[config.mk]
export PLATFORM = sky130hd
export DESIGN_NAME = static_memory_select_config
export DESIGN_NICKNAME = d
export VERILOG_FILES = /design/src/inc/static_memory_select_pkg.sv /design/src/select_field_decode.sv /design/src/static_memory_select_config.sv
export SDC_FILE = /design/constraint.sdc
export NUM_CORES = 1
export LEC_CHECK = 0
export ABC_AREA = 1
export ABC_CLOCK_PERIOD_IN_PS = 9000
export BUFFER_PORTS_ARGS = -buffer_cell sky130_fd_sc_hd__clkbuf_2
export CAP_MARGIN = 10
export CORE_MARGIN = 4
export CORE_UTILIZATION = 45
export DETAILED_ROUTE_END_ITERATION = 8
export PLACE_DENSITY = 0.66
export SKIP_LAST_GASP = 1
export SLEW_MARGIN = 20
export SYNTH_ARGS = -nofsm -noshare
export SYNTH_HDL_FRONTEND = slang
export SYNTH_HIERARCHICAL = 1
export SYNTH_SLANG_ARGS = --single-unit
export TNS_END_PERCENT = 100
[constraint.sdc]
create_clock -name mclk -period 9 [get_ports mclk]
set_clock_uncertainty 0.05 [all_clocks]
set_input_delay 0.45 -clock mclk [delete_from_list [all_inputs] [get_ports mclk]]
set_output_delay 0.45 -clock mclk [all_outputs]
set_load 0.01 [all_outputs]
[src/inc/static_memory_select_pkg.sv]
// Overview of operation
// - Eight selects each decode one 256 Mbyte region with its own timing and width.
// - Two 32-bit read/write configuration registers are cleared to zero by reset.
// - The low register holds selects 0 to 3, select 0 in bits 7:0 rising a byte per select.
// - The high register holds selects 4 to 7, select 4 lowest and select 7 in bits 31:24.
// - Every byte is clock enable 7, sequential enable 6, sequential waits 5:4, random waits 3:2, width 1:0.
// - With the boot flag clear, width codes 00,01,10,11 mean 32-bit, 16-bit, 8-bit and card mode.
// - With the boot flag set, width codes 00,01,10,11 mean 8-bit, card mode, 32-bit and 16-bit.
// - The boot flag is caught from port E bit 0 at reset, high meaning 8-bit; the board holds the pin.
// - In card mode address bits 27:26 pick 8-bit attribute, 16-bit common, 8-bit I/O or 16-bit I/O.
// - Card areas other than 16-bit I/O split a word access into byte or halfword accesses.
// - 16-bit card I/O never splits a word and data bits 31:16 read as zero.
// - 16-bit card I/O drives external address bit 1 from address bit 25 and bit 25 as zero.
// - Random wait codes 00,01,10,11 insert 4, 3, 2 and 1 wait states.
// - Sequential wait codes 00,01,10,11 insert 3, 2, 1 and 0 wait states.
// - With sequential enable, quad-word aligned runs use page timing, broken after four words.
// - With the select clock enable set the expansion clock runs during access and ready may stretch it.
package static_memory_select_pkg;
	// ****************************************
	// Register map
	// ****************************************
	localparam logic [3:0]  ADDR_CFG_LOW       = 4'h0;
	localparam logic [3:0]  ADDR_CFG_HIGH      = 4'h4;
	localparam logic [3:0]  ADDR_STATUS        = 4'h8;
	localparam logic [31:0] CFG_RESET          = 32'h0000_0000;
	localparam int          STAT_BOOT_BIT      = 0;
	localparam int          STAT_BUSY_BIT      = 1;
	// ****************************************
	// Per-select byte layout
	// ****************************************
	localparam int          FIELD_W            = 8;
	localparam int          CLK_EN_BIT         = 7;
	localparam int          SEQ_EN_BIT         = 6;
	localparam int          SEQ_WAIT_LSB       = 4;
	localparam int          RAND_WAIT_LSB      = 2;
	localparam int          WIDTH_LSB          = 0;
	localparam logic [1:0]  BOOT_WIDTH_XOR     = 2'h2;
	// ****************************************
	// Address decode
	// ****************************************
	localparam int          SEL_LSB            = 28;
	localparam int          CARD_A26           = 26;
	localparam int          CARD_A27           = 27;
	localparam int          IO_A1_SRC          = 25;
	localparam int          IO_ZERO_BIT        = 25;
	// ****************************************
	// Timing
	// ****************************************
	localparam logic [2:0]  RAND_WAIT_BASE     = 3'h4;
	localparam logic [2:0]  SEQ_WAIT_BASE      = 3'h3;
	localparam logic [3:0]  ACCESS_MIN_CYCLES  = 4'h3;
	localparam logic [2:0]  BURST_WORDS        = 3'h4;
	localparam logic [1:0]  BOOT_SETTLE        = 2'h2;

	typedef enum logic [1:0] {WIDTH_32, WIDTH_16, WIDTH_8, WIDTH_CARD} width_t;
endpackage

[src/select_field_decode.sv]
`timescale 1ns/100ps
module select_field_decode (
	input  wire logic [7:0] field,
	input  wire logic       boot_width_flag,
	input  wire logic       a27,
	input  wire logic       a26,
	output logic      [1:0] piece_log,
	output logic            card_io16,
	output logic      [2:0] rand_waits,
	output logic      [2:0] seq_waits,
	output logic            sequential_access_enable,
	output logic            select_clock_output_enable
);
	static_memory_select_pkg::width_t wsel;
	logic [1:0]                       code;

	always_comb begin
		code = field[static_memory_select_pkg::WIDTH_LSB +: 2];
		// Boot flag rotates the table so a cleared byte means 8-bit
		if (boot_width_flag) begin
			code = code ^ static_memory_select_pkg::BOOT_WIDTH_XOR;
		end
		wsel = static_memory_select_pkg::width_t'(code);
		card_io16 = 1'b0;
		unique case (wsel)
			static_memory_select_pkg::WIDTH_32: piece_log = 2'h2;
			static_memory_select_pkg::WIDTH_16: piece_log = 2'h1;
			static_memory_select_pkg::WIDTH_8:  piece_log = 2'h0;
			static_memory_select_pkg::WIDTH_CARD: begin
				piece_log = {1'b0, a26};
				card_io16 = a26 & a27;
			end
		endcase
	end

	assign rand_waits = static_memory_select_pkg::RAND_WAIT_BASE
		- {1'b0, field[static_memory_select_pkg::RAND_WAIT_LSB +: 2]};
	assign seq_waits = static_memory_select_pkg::SEQ_WAIT_BASE
		- {1'b0, field[static_memory_select_pkg::SEQ_WAIT_LSB +: 2]};
	assign sequential_access_enable = field[static_memory_select_pkg::SEQ_EN_BIT];
	assign select_clock_output_enable = field[static_memory_select_pkg::CLK_EN_BIT];
endmodule

[src/static_memory_select_config.sv]
`timescale 1ns/100ps
module static_memory_select_config (
	input  wire logic        mclk,
	input  wire logic        arst_n,
	input  wire logic        clk_en,
	// ****************************************
	// Register port
	// ****************************************
	input  wire logic [3:0]  reg_addr,
	input  wire logic [31:0] reg_wdata,
	input  wire logic        reg_wr,
	input  wire logic        reg_rd,
	output logic      [31:0] reg_rdata,
	// ****************************************
	// Processor access port
	// ****************************************
	input  wire logic        cpu_req,
	input  wire logic [31:0] cpu_addr,
	input  wire logic        cpu_write,
	input  wire logic [1:0]  cpu_size,
	input  wire logic        cpu_seq,
	input  wire logic [31:0] cpu_wdata,
	output logic             cpu_ready,
	output logic             cpu_done,
	output logic      [31:0] cpu_rdata,
	// ****************************************
	// Expansion pins
	// ****************************************
	input  wire logic        port_e0_in,
	input  wire logic        expansion_ready_in,
	input  wire logic [31:0] ext_data_in,
	output logic      [31:0] ext_data_out,
	output logic             ext_data_oe,
	output logic      [27:0] ext_addr,
	output logic             ext_oe_n,
	output logic             ext_we_n,
	output logic             expansion_clock_out,
	output logic             select_0_n,
	output logic             select_1_n,
	output logic             select_2_n,
	output logic             select_3_n,
	output logic             select_4,
	output logic             select_5,
	output logic             select_6,
	output logic             select_7
);
	typedef enum logic [1:0] {ST_IDLE, ST_ACCESS, ST_TURN} state_t;

	state_t      state_r;
	logic [31:0] cfg_low_r;
	logic [31:0] cfg_high_r;
	logic        boot_width_flag;
	logic        boot_done_r;
	logic [1:0]  boot_cnt_r;
	logic        pe0_s1_r;
	logic        pe0_s2_r;
	logic        rdy_s1_r;
	logic        rdy_s2_r;
	logic [31:0] din_s1_r;
	logic [31:0] din_s2_r;
	logic [31:0] addr_r;
	logic        write_r;
	logic [1:0]  size_r;
	logic [31:0] wdata_r;
	logic [31:0] rdata_r;
	logic        seq_timing_r;
	logic [2:0]  burst_cnt_r;
	logic [3:0]  cnt_r;
	logic [1:0]  piece_r;
	logic [7:0]  sel_r;
	logic        exp_clk_r;
	logic        done_r;
	logic [31:0] addr_cur;
	logic [63:0] cfg_all;
	logic [7:0]  field;
	logic [2:0]  sel_idx;
	logic [1:0]  piece_log;
	logic        card_io16;
	logic [2:0]  rand_waits;
	logic [2:0]  seq_waits;
	logic        seq_en;
	logic        sel_clk_en;
	logic [1:0]  pieces_log;
	logic [1:0]  last_piece;
	logic [1:0]  off;
	logic        take;
	logic        use_seq;
	logic        piece_end;
	logic        word_end;
	logic [3:0]  load_cnt;
	logic [1:0]  next_off;

	// ****************************************
	// Pin synchronisers
	// ****************************************
	always_ff @(posedge mclk or negedge arst_n) begin
		if (!arst_n) begin
			pe0_s1_r <= 1'b0;
			pe0_s2_r <= 1'b0;
			rdy_s1_r <= 1'b0;
			rdy_s2_r <= 1'b0;
			din_s1_r <= 32'h0000_0000;
			din_s2_r <= 32'h0000_0000;
		end else if (clk_en) begin
			pe0_s1_r <= port_e0_in;
			pe0_s2_r <= pe0_s1_r;
			rdy_s1_r <= expansion_ready_in;
			rdy_s2_r <= rdy_s1_r;
			din_s1_r <= ext_data_in;
			din_s2_r <= din_s1_r;
		end
	end

	// ****************************************
	// Boot width strap
	// ****************************************
	// Caught once the synchroniser has filled after reset release
	always_ff @(posedge mclk or negedge arst_n) begin
		if (!arst_n) begin
			boot_cnt_r <= 2'h0;
			boot_done_r <= 1'b0;
			boot_width_flag <= 1'b0;
		end else if (clk_en && !boot_done_r) begin
			if (boot_cnt_r == static_memory_select_pkg::BOOT_SETTLE) begin
				boot_width_flag <= pe0_s2_r;
				boot_done_r <= 1'b1;
			end else begin
				boot_cnt_r <= boot_cnt_r + 2'h1;
			end
		end
	end

	// ****************************************
	// Configuration registers
	// ****************************************
	always_ff @(posedge mclk or negedge arst_n) begin
		if (!arst_n) begin
			cfg_low_r <= static_memory_select_pkg::CFG_RESET;
			cfg_high_r <= static_memory_select_pkg::CFG_RESET;
		end else if (clk_en && reg_wr) begin
			if (reg_addr == static_memory_select_pkg::ADDR_CFG_LOW) begin
				cfg_low_r <= reg_wdata;
			end
			if (reg_addr == static_memory_select_pkg::ADDR_CFG_HIGH) begin
				cfg_high_r <= reg_wdata;
			end
		end
	end

	always_ff @(posedge mclk or negedge arst_n) begin
		if (!arst_n) begin
			reg_rdata <= 32'h0000_0000;
		end else if (clk_en) begin
			reg_rdata <= 32'h0000_0000;
			if (reg_rd) begin
				unique case (reg_addr)
					static_memory_select_pkg::ADDR_CFG_LOW:  reg_rdata <= cfg_low_r;
					static_memory_select_pkg::ADDR_CFG_HIGH: reg_rdata <= cfg_high_r;
					static_memory_select_pkg::ADDR_STATUS: begin
						reg_rdata[static_memory_select_pkg::STAT_BOOT_BIT] <= boot_width_flag;
						reg_rdata[static_memory_select_pkg::STAT_BUSY_BIT] <= (state_r != ST_IDLE);
					end
					default: reg_rdata <= 32'h0000_0000;
				endcase
			end
		end
	end

	// ****************************************
	// Select decode
	// ****************************************
	assign take = cpu_ready & cpu_req;
	assign addr_cur = (state_r == ST_IDLE) ? cpu_addr : addr_r;
	assign sel_idx = addr_cur[static_memory_select_pkg::SEL_LSB +: 3];
	assign cfg_all = {cfg_high_r, cfg_low_r};
	assign field = cfg_all[{sel_idx, 3'h0} +: static_memory_select_pkg::FIELD_W];

	select_field_decode u_decode (
		.field                      (field),
		.boot_width_flag            (boot_width_flag),
		.a27                        (addr_cur[static_memory_select_pkg::CARD_A27]),
		.a26                        (addr_cur[static_memory_select_pkg::CARD_A26]),
		.piece_log                  (piece_log),
		.card_io16                  (card_io16),
		.rand_waits                 (rand_waits),
		.seq_waits                  (seq_waits),
		.sequential_access_enable   (seq_en),
		.select_clock_output_enable (sel_clk_en)
	);

	// ****************************************
	// Splitting into pieces
	// ****************************************
	always_comb begin
		pieces_log = 2'h0;
		if (!card_io16 && size_r > piece_log) begin
			pieces_log = size_r - piece_log;
		end
		last_piece = 2'h3 >> (2'h2 - pieces_log);
		if (pieces_log == 2'h0) begin
			off = addr_r[1:0];
		end else begin
			off = 2'((piece_r << piece_log) | (addr_r[1:0] & ~(2'h3 >> (2'h2 - size_r))));
		end
		next_off = off;
	end

	// A page burst covers four words from a quad-word boundary only
	assign use_seq = seq_en & cpu_seq & (burst_cnt_r != 3'h0)
		& (burst_cnt_r < static_memory_select_pkg::BURST_WORDS);
	assign load_cnt = static_memory_select_pkg::ACCESS_MIN_CYCLES - 4'h1
		+ {1'b0, (seq_timing_r ? seq_waits : rand_waits)};
	// Ready only counts when the select runs the clock that paces it
	assign piece_end = (state_r == ST_ACCESS) && (cnt_r == 4'h0)
		&& (!sel_clk_en || rdy_s2_r);
	assign word_end = piece_end && (piece_r == last_piece);

	// ****************************************
	// Access sequencer
	// ****************************************
	always_ff @(posedge mclk or negedge arst_n) begin
		if (!arst_n) begin
			state_r <= ST_IDLE;
			addr_r <= 32'h0000_0000;
			write_r <= 1'b0;
			size_r <= 2'h0;
			wdata_r <= 32'h0000_0000;
			seq_timing_r <= 1'b0;
			burst_cnt_r <= 3'h0;
			cnt_r <= 4'h0;
			piece_r <= 2'h0;
		end else if (clk_en) begin
			unique case (state_r)
				ST_IDLE: begin
					if (take) begin
						addr_r <= cpu_addr;
						write_r <= cpu_write;
						size_r <= cpu_size;
						wdata_r <= cpu_wdata;
						piece_r <= 2'h0;
						seq_timing_r <= use_seq;
						if (use_seq) begin
							burst_cnt_r <= burst_cnt_r + 3'h1;
						end else if (seq_en && cpu_addr[3:2] == 2'h0) begin
							burst_cnt_r <= 3'h1;
						end else begin
							burst_cnt_r <= 3'h0;
						end
						state_r <= ST_TURN;
					end
				end
				ST_TURN: begin
					cnt_r <= load_cnt;
					state_r <= ST_ACCESS;
				end
				ST_ACCESS: begin
					if (cnt_r != 4'h0) begin
						cnt_r <= cnt_r - 4'h1;
					end else if (word_end) begin
						state_r <= ST_IDLE;
					end else if (piece_end) begin
						piece_r <= piece_r + 2'h1;
						state_r <= ST_TURN;
					end
				end
			endcase
		end
	end

	// ****************************************
	// Read data assembly
	// ****************************************
	always_ff @(posedge mclk or negedge arst_n) begin
		if (!arst_n) begin
			rdata_r <= 32'h0000_0000;
		end else if (clk_en) begin
			if (take) begin
				rdata_r <= 32'h0000_0000;
			end else if (piece_end && !write_r) begin
				if (card_io16) begin
					rdata_r <= {16'h0000, din_s2_r[15:0]};
				end else begin
					unique case (piece_log)
						2'h0:    rdata_r[{off, 3'h0} +: 8] <= din_s2_r[7:0];
						2'h1:    rdata_r[{off[1], 4'h0} +: 16] <= din_s2_r[15:0];
						default: rdata_r <= din_s2_r;
					endcase
				end
			end
		end
	end

	always_ff @(posedge mclk or negedge arst_n) begin
		if (!arst_n) begin
			done_r <= 1'b0;
		end else if (clk_en) begin
			done_r <= word_end;
		end
	end

	assign cpu_ready = (state_r == ST_IDLE) && boot_done_r;
	assign cpu_done = done_r;
	assign cpu_rdata = rdata_r;

	// ****************************************
	// Expansion pin drive
	// ****************************************
	always_ff @(posedge mclk or negedge arst_n) begin
		if (!arst_n) begin
			ext_addr <= 28'h000_0000;
			ext_data_out <= 32'h0000_0000;
			ext_data_oe <= 1'b0;
			ext_oe_n <= 1'b1;
			ext_we_n <= 1'b1;
			sel_r <= 8'h00;
		end else if (clk_en) begin
			if (state_r == ST_TURN) begin
				ext_addr <= {addr_r[27:2], next_off};
				if (card_io16) begin
					ext_addr[1] <= addr_r[static_memory_select_pkg::IO_A1_SRC];
					ext_addr[static_memory_select_pkg::IO_ZERO_BIT] <= 1'b0;
				end
				ext_data_out <= wdata_r >> {next_off, 3'h0};
				ext_data_oe <= write_r;
				ext_oe_n <= write_r;
				ext_we_n <= !write_r;
				sel_r <= 8'h01 << sel_idx;
			end else if (piece_end) begin
				ext_data_oe <= 1'b0;
				ext_oe_n <= 1'b1;
				ext_we_n <= 1'b1;
				if (word_end) begin
					sel_r <= 8'h00;
				end
			end
		end
	end

	// Half-rate reference; back-to-back pieces keep it toggling
	always_ff @(posedge mclk or negedge arst_n) begin
		if (!arst_n) begin
			exp_clk_r <= 1'b0;
		end else if (clk_en) begin
			if (state_r != ST_IDLE && sel_clk_en) begin
				exp_clk_r <= !exp_clk_r;
			end else begin
				exp_clk_r <= 1'b0;
			end
		end
	end

	assign expansion_clock_out = exp_clk_r;
	assign select_0_n = !sel_r[0];
	assign select_1_n = !sel_r[1];
	assign select_2_n = !sel_r[2];
	assign select_3_n = !sel_r[3];
	assign select_4 = sel_r[4];
	assign select_5 = sel_r[5];
	assign select_6 = sel_r[6];
	assign select_7 = sel_r[7];
endmodule

# Word-level counts from Yosys, hierarchy flattened
# Index checks and enable logic that the tools add are counted.
# word_totals
ff_bits,351
inputBits,144
elab_cells,168
# classes
n_mux,41
add_sub_neg,12
eq_ne,16
n_bitwise,10
n_shift,10
n_reduce_logical,47
magnitude_cmp,2
# op_table
cell,n
32-bit two-way mux,4
32-bit bitwise mux,2
32-bit case mux with 2 select lines,1
64-bit by 7-bit indexed part select with 8-bit output,1
30-bit case mux with 2 select lines,1
"16-bit by 7-bit variable shift with 32-bit output, first input constant",1
"8-bit by 7-bit variable shift with 32-bit output, first input constant",1
16-bit by 7-bit indexed part select with 32-bit output,1
8-bit by 7-bit indexed part select with 32-bit output,1
32-bit by 5-bit >> shifter with 32-bit output,1
31-bit two-way mux,1
8-bit two-way mux,3
2-bit two-way mux,11
5-bit negation with 7-bit output,2
2-bit AND reduction,7
2-bit case mux with 3 select lines,2
2-bit nonzero test,6
1-bit logical AND,10
2-bit logical NOT,5
1-bit two-way mux,10
1-bit logical NOT,9
3-bit AND reduction,3
"2-bit equality test, second input constant",4
4-bit logical NOT,2
other kinds (35),49

# Logic depth before layout (Yosys ltp)
# logic_depth
ltp_word,19
ltp_mapped,37

# Cells and area by module
# Netlist, hierarchy kept.
# by_module_without_submodules
module,instances,area_each_um2,seq_area_each_um2,cells_each
static_memory_select_config,1,16598.4,8785.9,2094
select_field_decode,1,106.4,0.0,21

# Worst setup path after synthesis
# OpenSTA, ideal clock, no wires.
# synth_timing
path_type,register to register
start,register state_r[1]
end,register rdata_r[22] (netlist: cpu_rdata[22])
synth_period_minus_slack_ns,4.809
t_required_ns,8.874
setup_ns,0.076
stages_incl_launch_ff,34
arrival_ns,4.683
setup_slack_ns,4.191
cell_sequence,dfrtp_1 -> inv_1 -> nand2_2 -> o21ai_0 -> nand2_2 -> inv_2 -> buf_4 -> nand2_1 -> nand4_1 -> nand2_1 -> nand2_1 -> inv_1 -> nand2_1 -> nand3_1 -> nand2_1 -> ha_1 -> inv_1 -> fa_1 -> nand4_1 -> ha_1 -> o21ai_0 -> nand2_2 -> buf_6 -> buf_4 -> ha_1 -> buf_2 -> nor2_1 -> buf_4 -> nand2_1 -> o21ai_0 -> nand2_1 -> nand3_1 -> nand2_1 -> o21ai_1
# synth_between
elab_chain_len,19
elab_cells_between_ends,45
# synth_rtl
element,line,text
"start, declared",static_memory_select_config.sv:49,state_t state_r;
"start signal, assigned",static_memory_select_config.sv:223,state_r <= ST_IDLE;
"start signal, assigned",static_memory_select_config.sv:249,state_r <= ST_TURN;
"start signal, assigned",static_memory_select_config.sv:254,state_r <= ST_ACCESS;
2-bit logical NOT *,static_memory_select_config.sv:173,assign addr_cur = (state_r == ST_IDLE) ? cpu_addr : addr_r;
31-bit two-way mux *,static_memory_select_config.sv:173,
64-bit by 7-bit indexed part select with 8-bit output *,static_memory_select_config.sv:176,"assign field = cfg_all[{sel_idx, 3'h0} +: static_memory_select_pkg::FIELD_W];"
named net field[1],static_memory_select_config.sv:75,logic [7:0] field;
1-bit inverter (no source line),n/a,
2-bit two-way mux *,select_field_decode.sv:20,if (boot_width_flag) begin
2-bit equality test (tied with other cells),select_field_decode.sv:25,unique case (wsel)
2-bit case mux with 4 select lines *,select_field_decode.sv:25,
named net piece_log[0],static_memory_select_config.sv:77,logic [1:0] piece_log;
[... 4 more ...],n/a,
2-bit two-way mux,static_memory_select_config.sv:200,if (pieces_log == 2'h0) begin
5-bit negation with 7-bit output (on tied branches),"static_memory_select_config.sv:285, static_memory_select_config.sv:284",
16-bit by 7-bit indexed part select with 32-bit output (tied with other cells),static_memory_select_config.sv:285,"2'h1: rdata_r[{off[1], 4'h0} +: 16] <= din_s2_r[15:0];"
32-bit bitwise mux (on tied branches),"static_memory_select_config.sv:285, static_memory_select_config.sv:284",
32-bit case mux with 2 select lines *,static_memory_select_config.sv:283,unique case (piece_log)
32-bit two-way mux *,static_memory_select_config.sv:280,if (card_io16) begin
32-bit two-way mux *,static_memory_select_config.sv:279,end else if (piece_end && !write_r) begin
32-bit two-way mux *,static_memory_select_config.sv:277,if (take) begin
"end signal, assigned",static_memory_select_config.sv:281,"rdata_r <= {16'h0000, din_s2_r[15:0]};"
"end signal, assigned by index",static_memory_select_config.sv:284,"2'h0: rdata_r[{off, 3'h0} +: 8] <= din_s2_r[7:0];"
"end signal, assigned by index",static_memory_select_config.sv:285,
"end, declared",static_memory_select_config.sv:65,logic [31:0] rdata_r;
# Mark *: on every way through the listed nets, which the timed path passes. The rest lies on a longest branch. The select of a mux whose other input is x is not followed.
# A chain may end at the register's enable or synchronous reset.

# Final worst setup path
# layout_timing
start,register state_r[1]
end,register rdata_r[18] (netlist: cpu_rdata[18])
# layout_between
elab_cells_between_ends,45
# layout_lines
element,line,text
2-bit logical NOT *,static_memory_select_config.sv:173,
31-bit two-way mux *,static_memory_select_config.sv:173,
64-bit by 7-bit indexed part select with 8-bit output *,static_memory_select_config.sv:176,
named net field[0],static_memory_select_config.sv:75,
2-bit two-way mux *,select_field_decode.sv:20,
2-bit equality test *,select_field_decode.sv:25,
1-bit two-way mux *,select_field_decode.sv:25,
named net card_io16,static_memory_select_config.sv:78,logic card_io16;
[... 4 more ...],n/a,
2-bit two-way mux,static_memory_select_config.sv:200,
5-bit negation with 7-bit output (on tied branches),"static_memory_select_config.sv:285, static_memory_select_config.sv:284",
16-bit by 7-bit indexed part select with 32-bit output (tied with other cells),static_memory_select_config.sv:285,
32-bit bitwise mux (on tied branches),"static_memory_select_config.sv:285, static_memory_select_config.sv:284",
32-bit case mux with 2 select lines,static_memory_select_config.sv:283,
32-bit two-way mux *,static_memory_select_config.sv:280,
32-bit two-way mux *,static_memory_select_config.sv:279,
32-bit two-way mux *,static_memory_select_config.sv:277,
# Marked as above.

==> out/qor.txt <==
Primary FF master, synth = dfrtp_1
DR vias/cell = 5.291
Count leader, synth = nand2_1
Reg2Reg Depth = 25
Setup TNS = 0 ps
CP Max Fanout = 44
PD cells = 361.7 mW/mm^2
Synth area leaders = dfrtp_1 (52%), nand2_1 (18%), o21ai_0 (7.6%)
Share of cells above drive strength 1 = 16.35%
Die width = 200.7 um
PortBufs = 280
Cell leakage power = 10.25 nW
Setup CP Type = reg -> reg
Num CTS Buffers = 39
Unrepaired setup endpoints after global routing = false
Rel. slew slack = 33.80%
Die Y-Extent = 200.7 um
Number of global-route vias before repair = 14263
Max cap viols = 0
# DRC = 0
FP Rows = 70
Die area = 0.04027 sq mm
Count of cell types in the netlist = 45
Final wirelength = 49320 um
Initial antenna violation count = 2
Drt pass-1 iters = 7
Clock Tree Buf Depth = 3
Synth top area share = 52.28%
Setup crit end kind = flop
Fraction of registers with async set/reset = 100.0%
Tcrit/Tclk final = 72.08%
R2R Setup Slk = 2510 ps
CP endpoint = cpu_rdata[18]
Util after Layout = 53.47%
H-tree depth = 2
Max VDD drop = 0.0002183 V
FMAX = 154.2 MHz
Syn Std Cell Area = 0.01670 sq mm
Post-synth EDFFs = 0
RR Startpoint = state_r[1]
CP Launch Type = flop
TritonCTS clock tree = built
Initial core utilization = 45.63%
Worst EP required = 9400 ps
GRT Total Usage = 23.85%
Max Slew Vio Count = 0
Tmin final = 6487 ps
Clk Latency, worst-skew pair = 540 ps
Clock sinks = 351
Worst Setup Slack, final = 2513 ps
IO Pins = 282
Synth warnings = 6
Largest area contributor in the netlist = dfrtp_1
Slew of the pin with the lowest slew margin = 993.0 ps
Hold_sp = ext_data_in[19]
Clock root cell = clkbuf_16
Most Used Layer, Global Route = met2
Syn_nets = 2274
Worst path arrival time = 6880 ps
Area growth from synthesis to layout = 17.19%
Post-CTS Setup Bufs = 0
Sequential fraction of the synthesis area = 52.60%
Fin. Hold Viols = 0
RePlAce Congestion = 0.9270
Clock-pin slew on the worst setup and hold paths = 60 ps
First-pass GRT wire length = 78870 um
Vias = 14979
Post-synth top cells = nand2_1 (815), dfrtp_1 (349), o21ai_0 (255)
Outcome = completed
Largest net degree at the start of global routing = 164
Core ar. = 0.03661 sq mm
Met2 usage = 35.99%
Setup WS pre-CTS = 2268 ps
Met3 usage = 4.006%
Syn_area_per_cell = 7.898 sq um
HPWL after detailed placement = 33810 um
HP Class = in -> reg
Final ANT Viol Nets = 0
Synth Register Bits = 351
WHS = 69.88 ps
Wire per inst = 17.42 um
GRT overflow = 0
Final net count = 2492
Post-Syn Instances = 2115
Iteration-0 DRC Markers = 1238
CP startpoint = state_r[1]
R2R Path End = cpu_rdata[18]
Final setup viols = 0
M1 GR Usage = 35.76%
==> routing by layer <==
layer  wire (um)  up-vias
li1            -     7172
met1       22490     7123
met2       21800      592
met3        3713       90
met4        1297        2
met5          14        -
==> cell type report <==
type / count / area, sq um
Antenna cell: 2 / 5.005
Clock buffer: 57 / 1114
Clock inverter: 12 / 225.2
Fill cell: 3550 / 17030
Inverter: 219 / 828.3
Multi-Input combinational cell: 1429 / 6506
Sequential cell: 351 / 8786
Tap cell: 468 / 585.6
Timing Repair Buffer: 293 / 1526
==> power breakdown <==
part           switching (mW)  internal (mW)  leakage (nW)
Sequential              0.284           2.03          4.48
Combinational            2.13          0.967          5.13
Clock                   0.642           1.03         0.642
Total                    3.05           4.03          10.2
==> cell families (layout without fill, tap and decap cells) <==
| group | count (synthesis) | in the layout | share of synthesized area [%] |
|---|---|---|---|
| adder cells (fa/ha/maj) | 15 | 15 | 1.168 |
| AND/OR/NAND/NOR | 996 | 996 | 24.04 |
| other | 1 | 3 | 0.02245 |
| buffers and inverters | 335 | 581 | 8.471 |
| flip-flops | 351 | 351 | 52.60 |
| AO/OA/AOI/OAI | 412 | 412 | 13.44 |
| XOR/XNOR | 5 | 5 | 0.2622 |
==> worst min path at each step <==
stage | to | depth (start not counted) | slack, ps
finish | din_s1_r[19] | 3 | 70
CTS | din_s1_r[22] | 3 | 40
floorplan | addr_r[0] | 0 | 100
detailed placement | din_s1_r[16] | 2 | 410
global placement | din_s1_r[16] | 2 | 400
global route | din_s1_r[1] | 3 | 70
==> metrics by stage <==
stage / total power [mW] / instances / area (sq um)
2_1_floorplan: 4.514 / 2115 / 16700
3_3_place_gp: 5.305 / 2759 / 18220
3_5_place_dp: 5.393 / 2759 / 18220
4_1_cts: 7.100 / 2829 / 19570
5_1_grt: 7.624 / 2830 / 19570
6_report: 7.080 / 2831 / 19580
==> flip-flops by register name, indices dropped and copies added, names as in the netlist, 2 cells and up <==
name	flops
addr_r	31
boot_cnt_r	2
burst_cnt_r	3
cfg_high_r	32
cfg_low_r	32
cnt_r	4
cpu_rdata	32
din_s1_r	32
din_s2_r	32
ext_addr	28
ext_data_out	32
piece_r	2
reg_rdata	32
sel_r	8
size_r	2
state_r	2
wdata_r	32
==> layout by cell type, fill, tap and decap left out, types with 23 or more instances in the layout <==
cell	synthesis	layout
nand2_1	815	815
o21ai_0	255	255
inv_1	207	206
clkbuf_16	0	39
clkbuf_2	1	278
nand3_1	121	121
o211ai_1	26	26
o21ai_1	35	35
dfrtp_1	349	349
nor2_1	24	23
a21oi_1	44	44
==> worst max-delay path, stage by stage, from the launching register on <==
cell	delay [ps]
dfrtp_1	430
inv_1	120
nand2_2	140
nand2_1	140
nand2_2	90
nor2_2	440
inv_1	240
o21ai_0	210
o21ai_0	110
nand2_1	200
nand3_1	90
a21oi_1	420
clkinv_1	610
nand3b_1	320
ha_1	240
o21ai_0	110
nand2_2	390
inv_2	450
ha_1	380
nor2_2	560
nand2_1	120
o21ai_0	210
nand2_1	70
nand3_1	90
nand2_1	50
o21ai_1	90
==> repair_timing <==
item                                   CTS  global route
setup endpoints to repair                0             0
endpoints found under the hold margin   29             0
hold buffers                             1             0
gates resized for setup                  0             0
No activity file was read; power rests on OpenSTA's default activity.
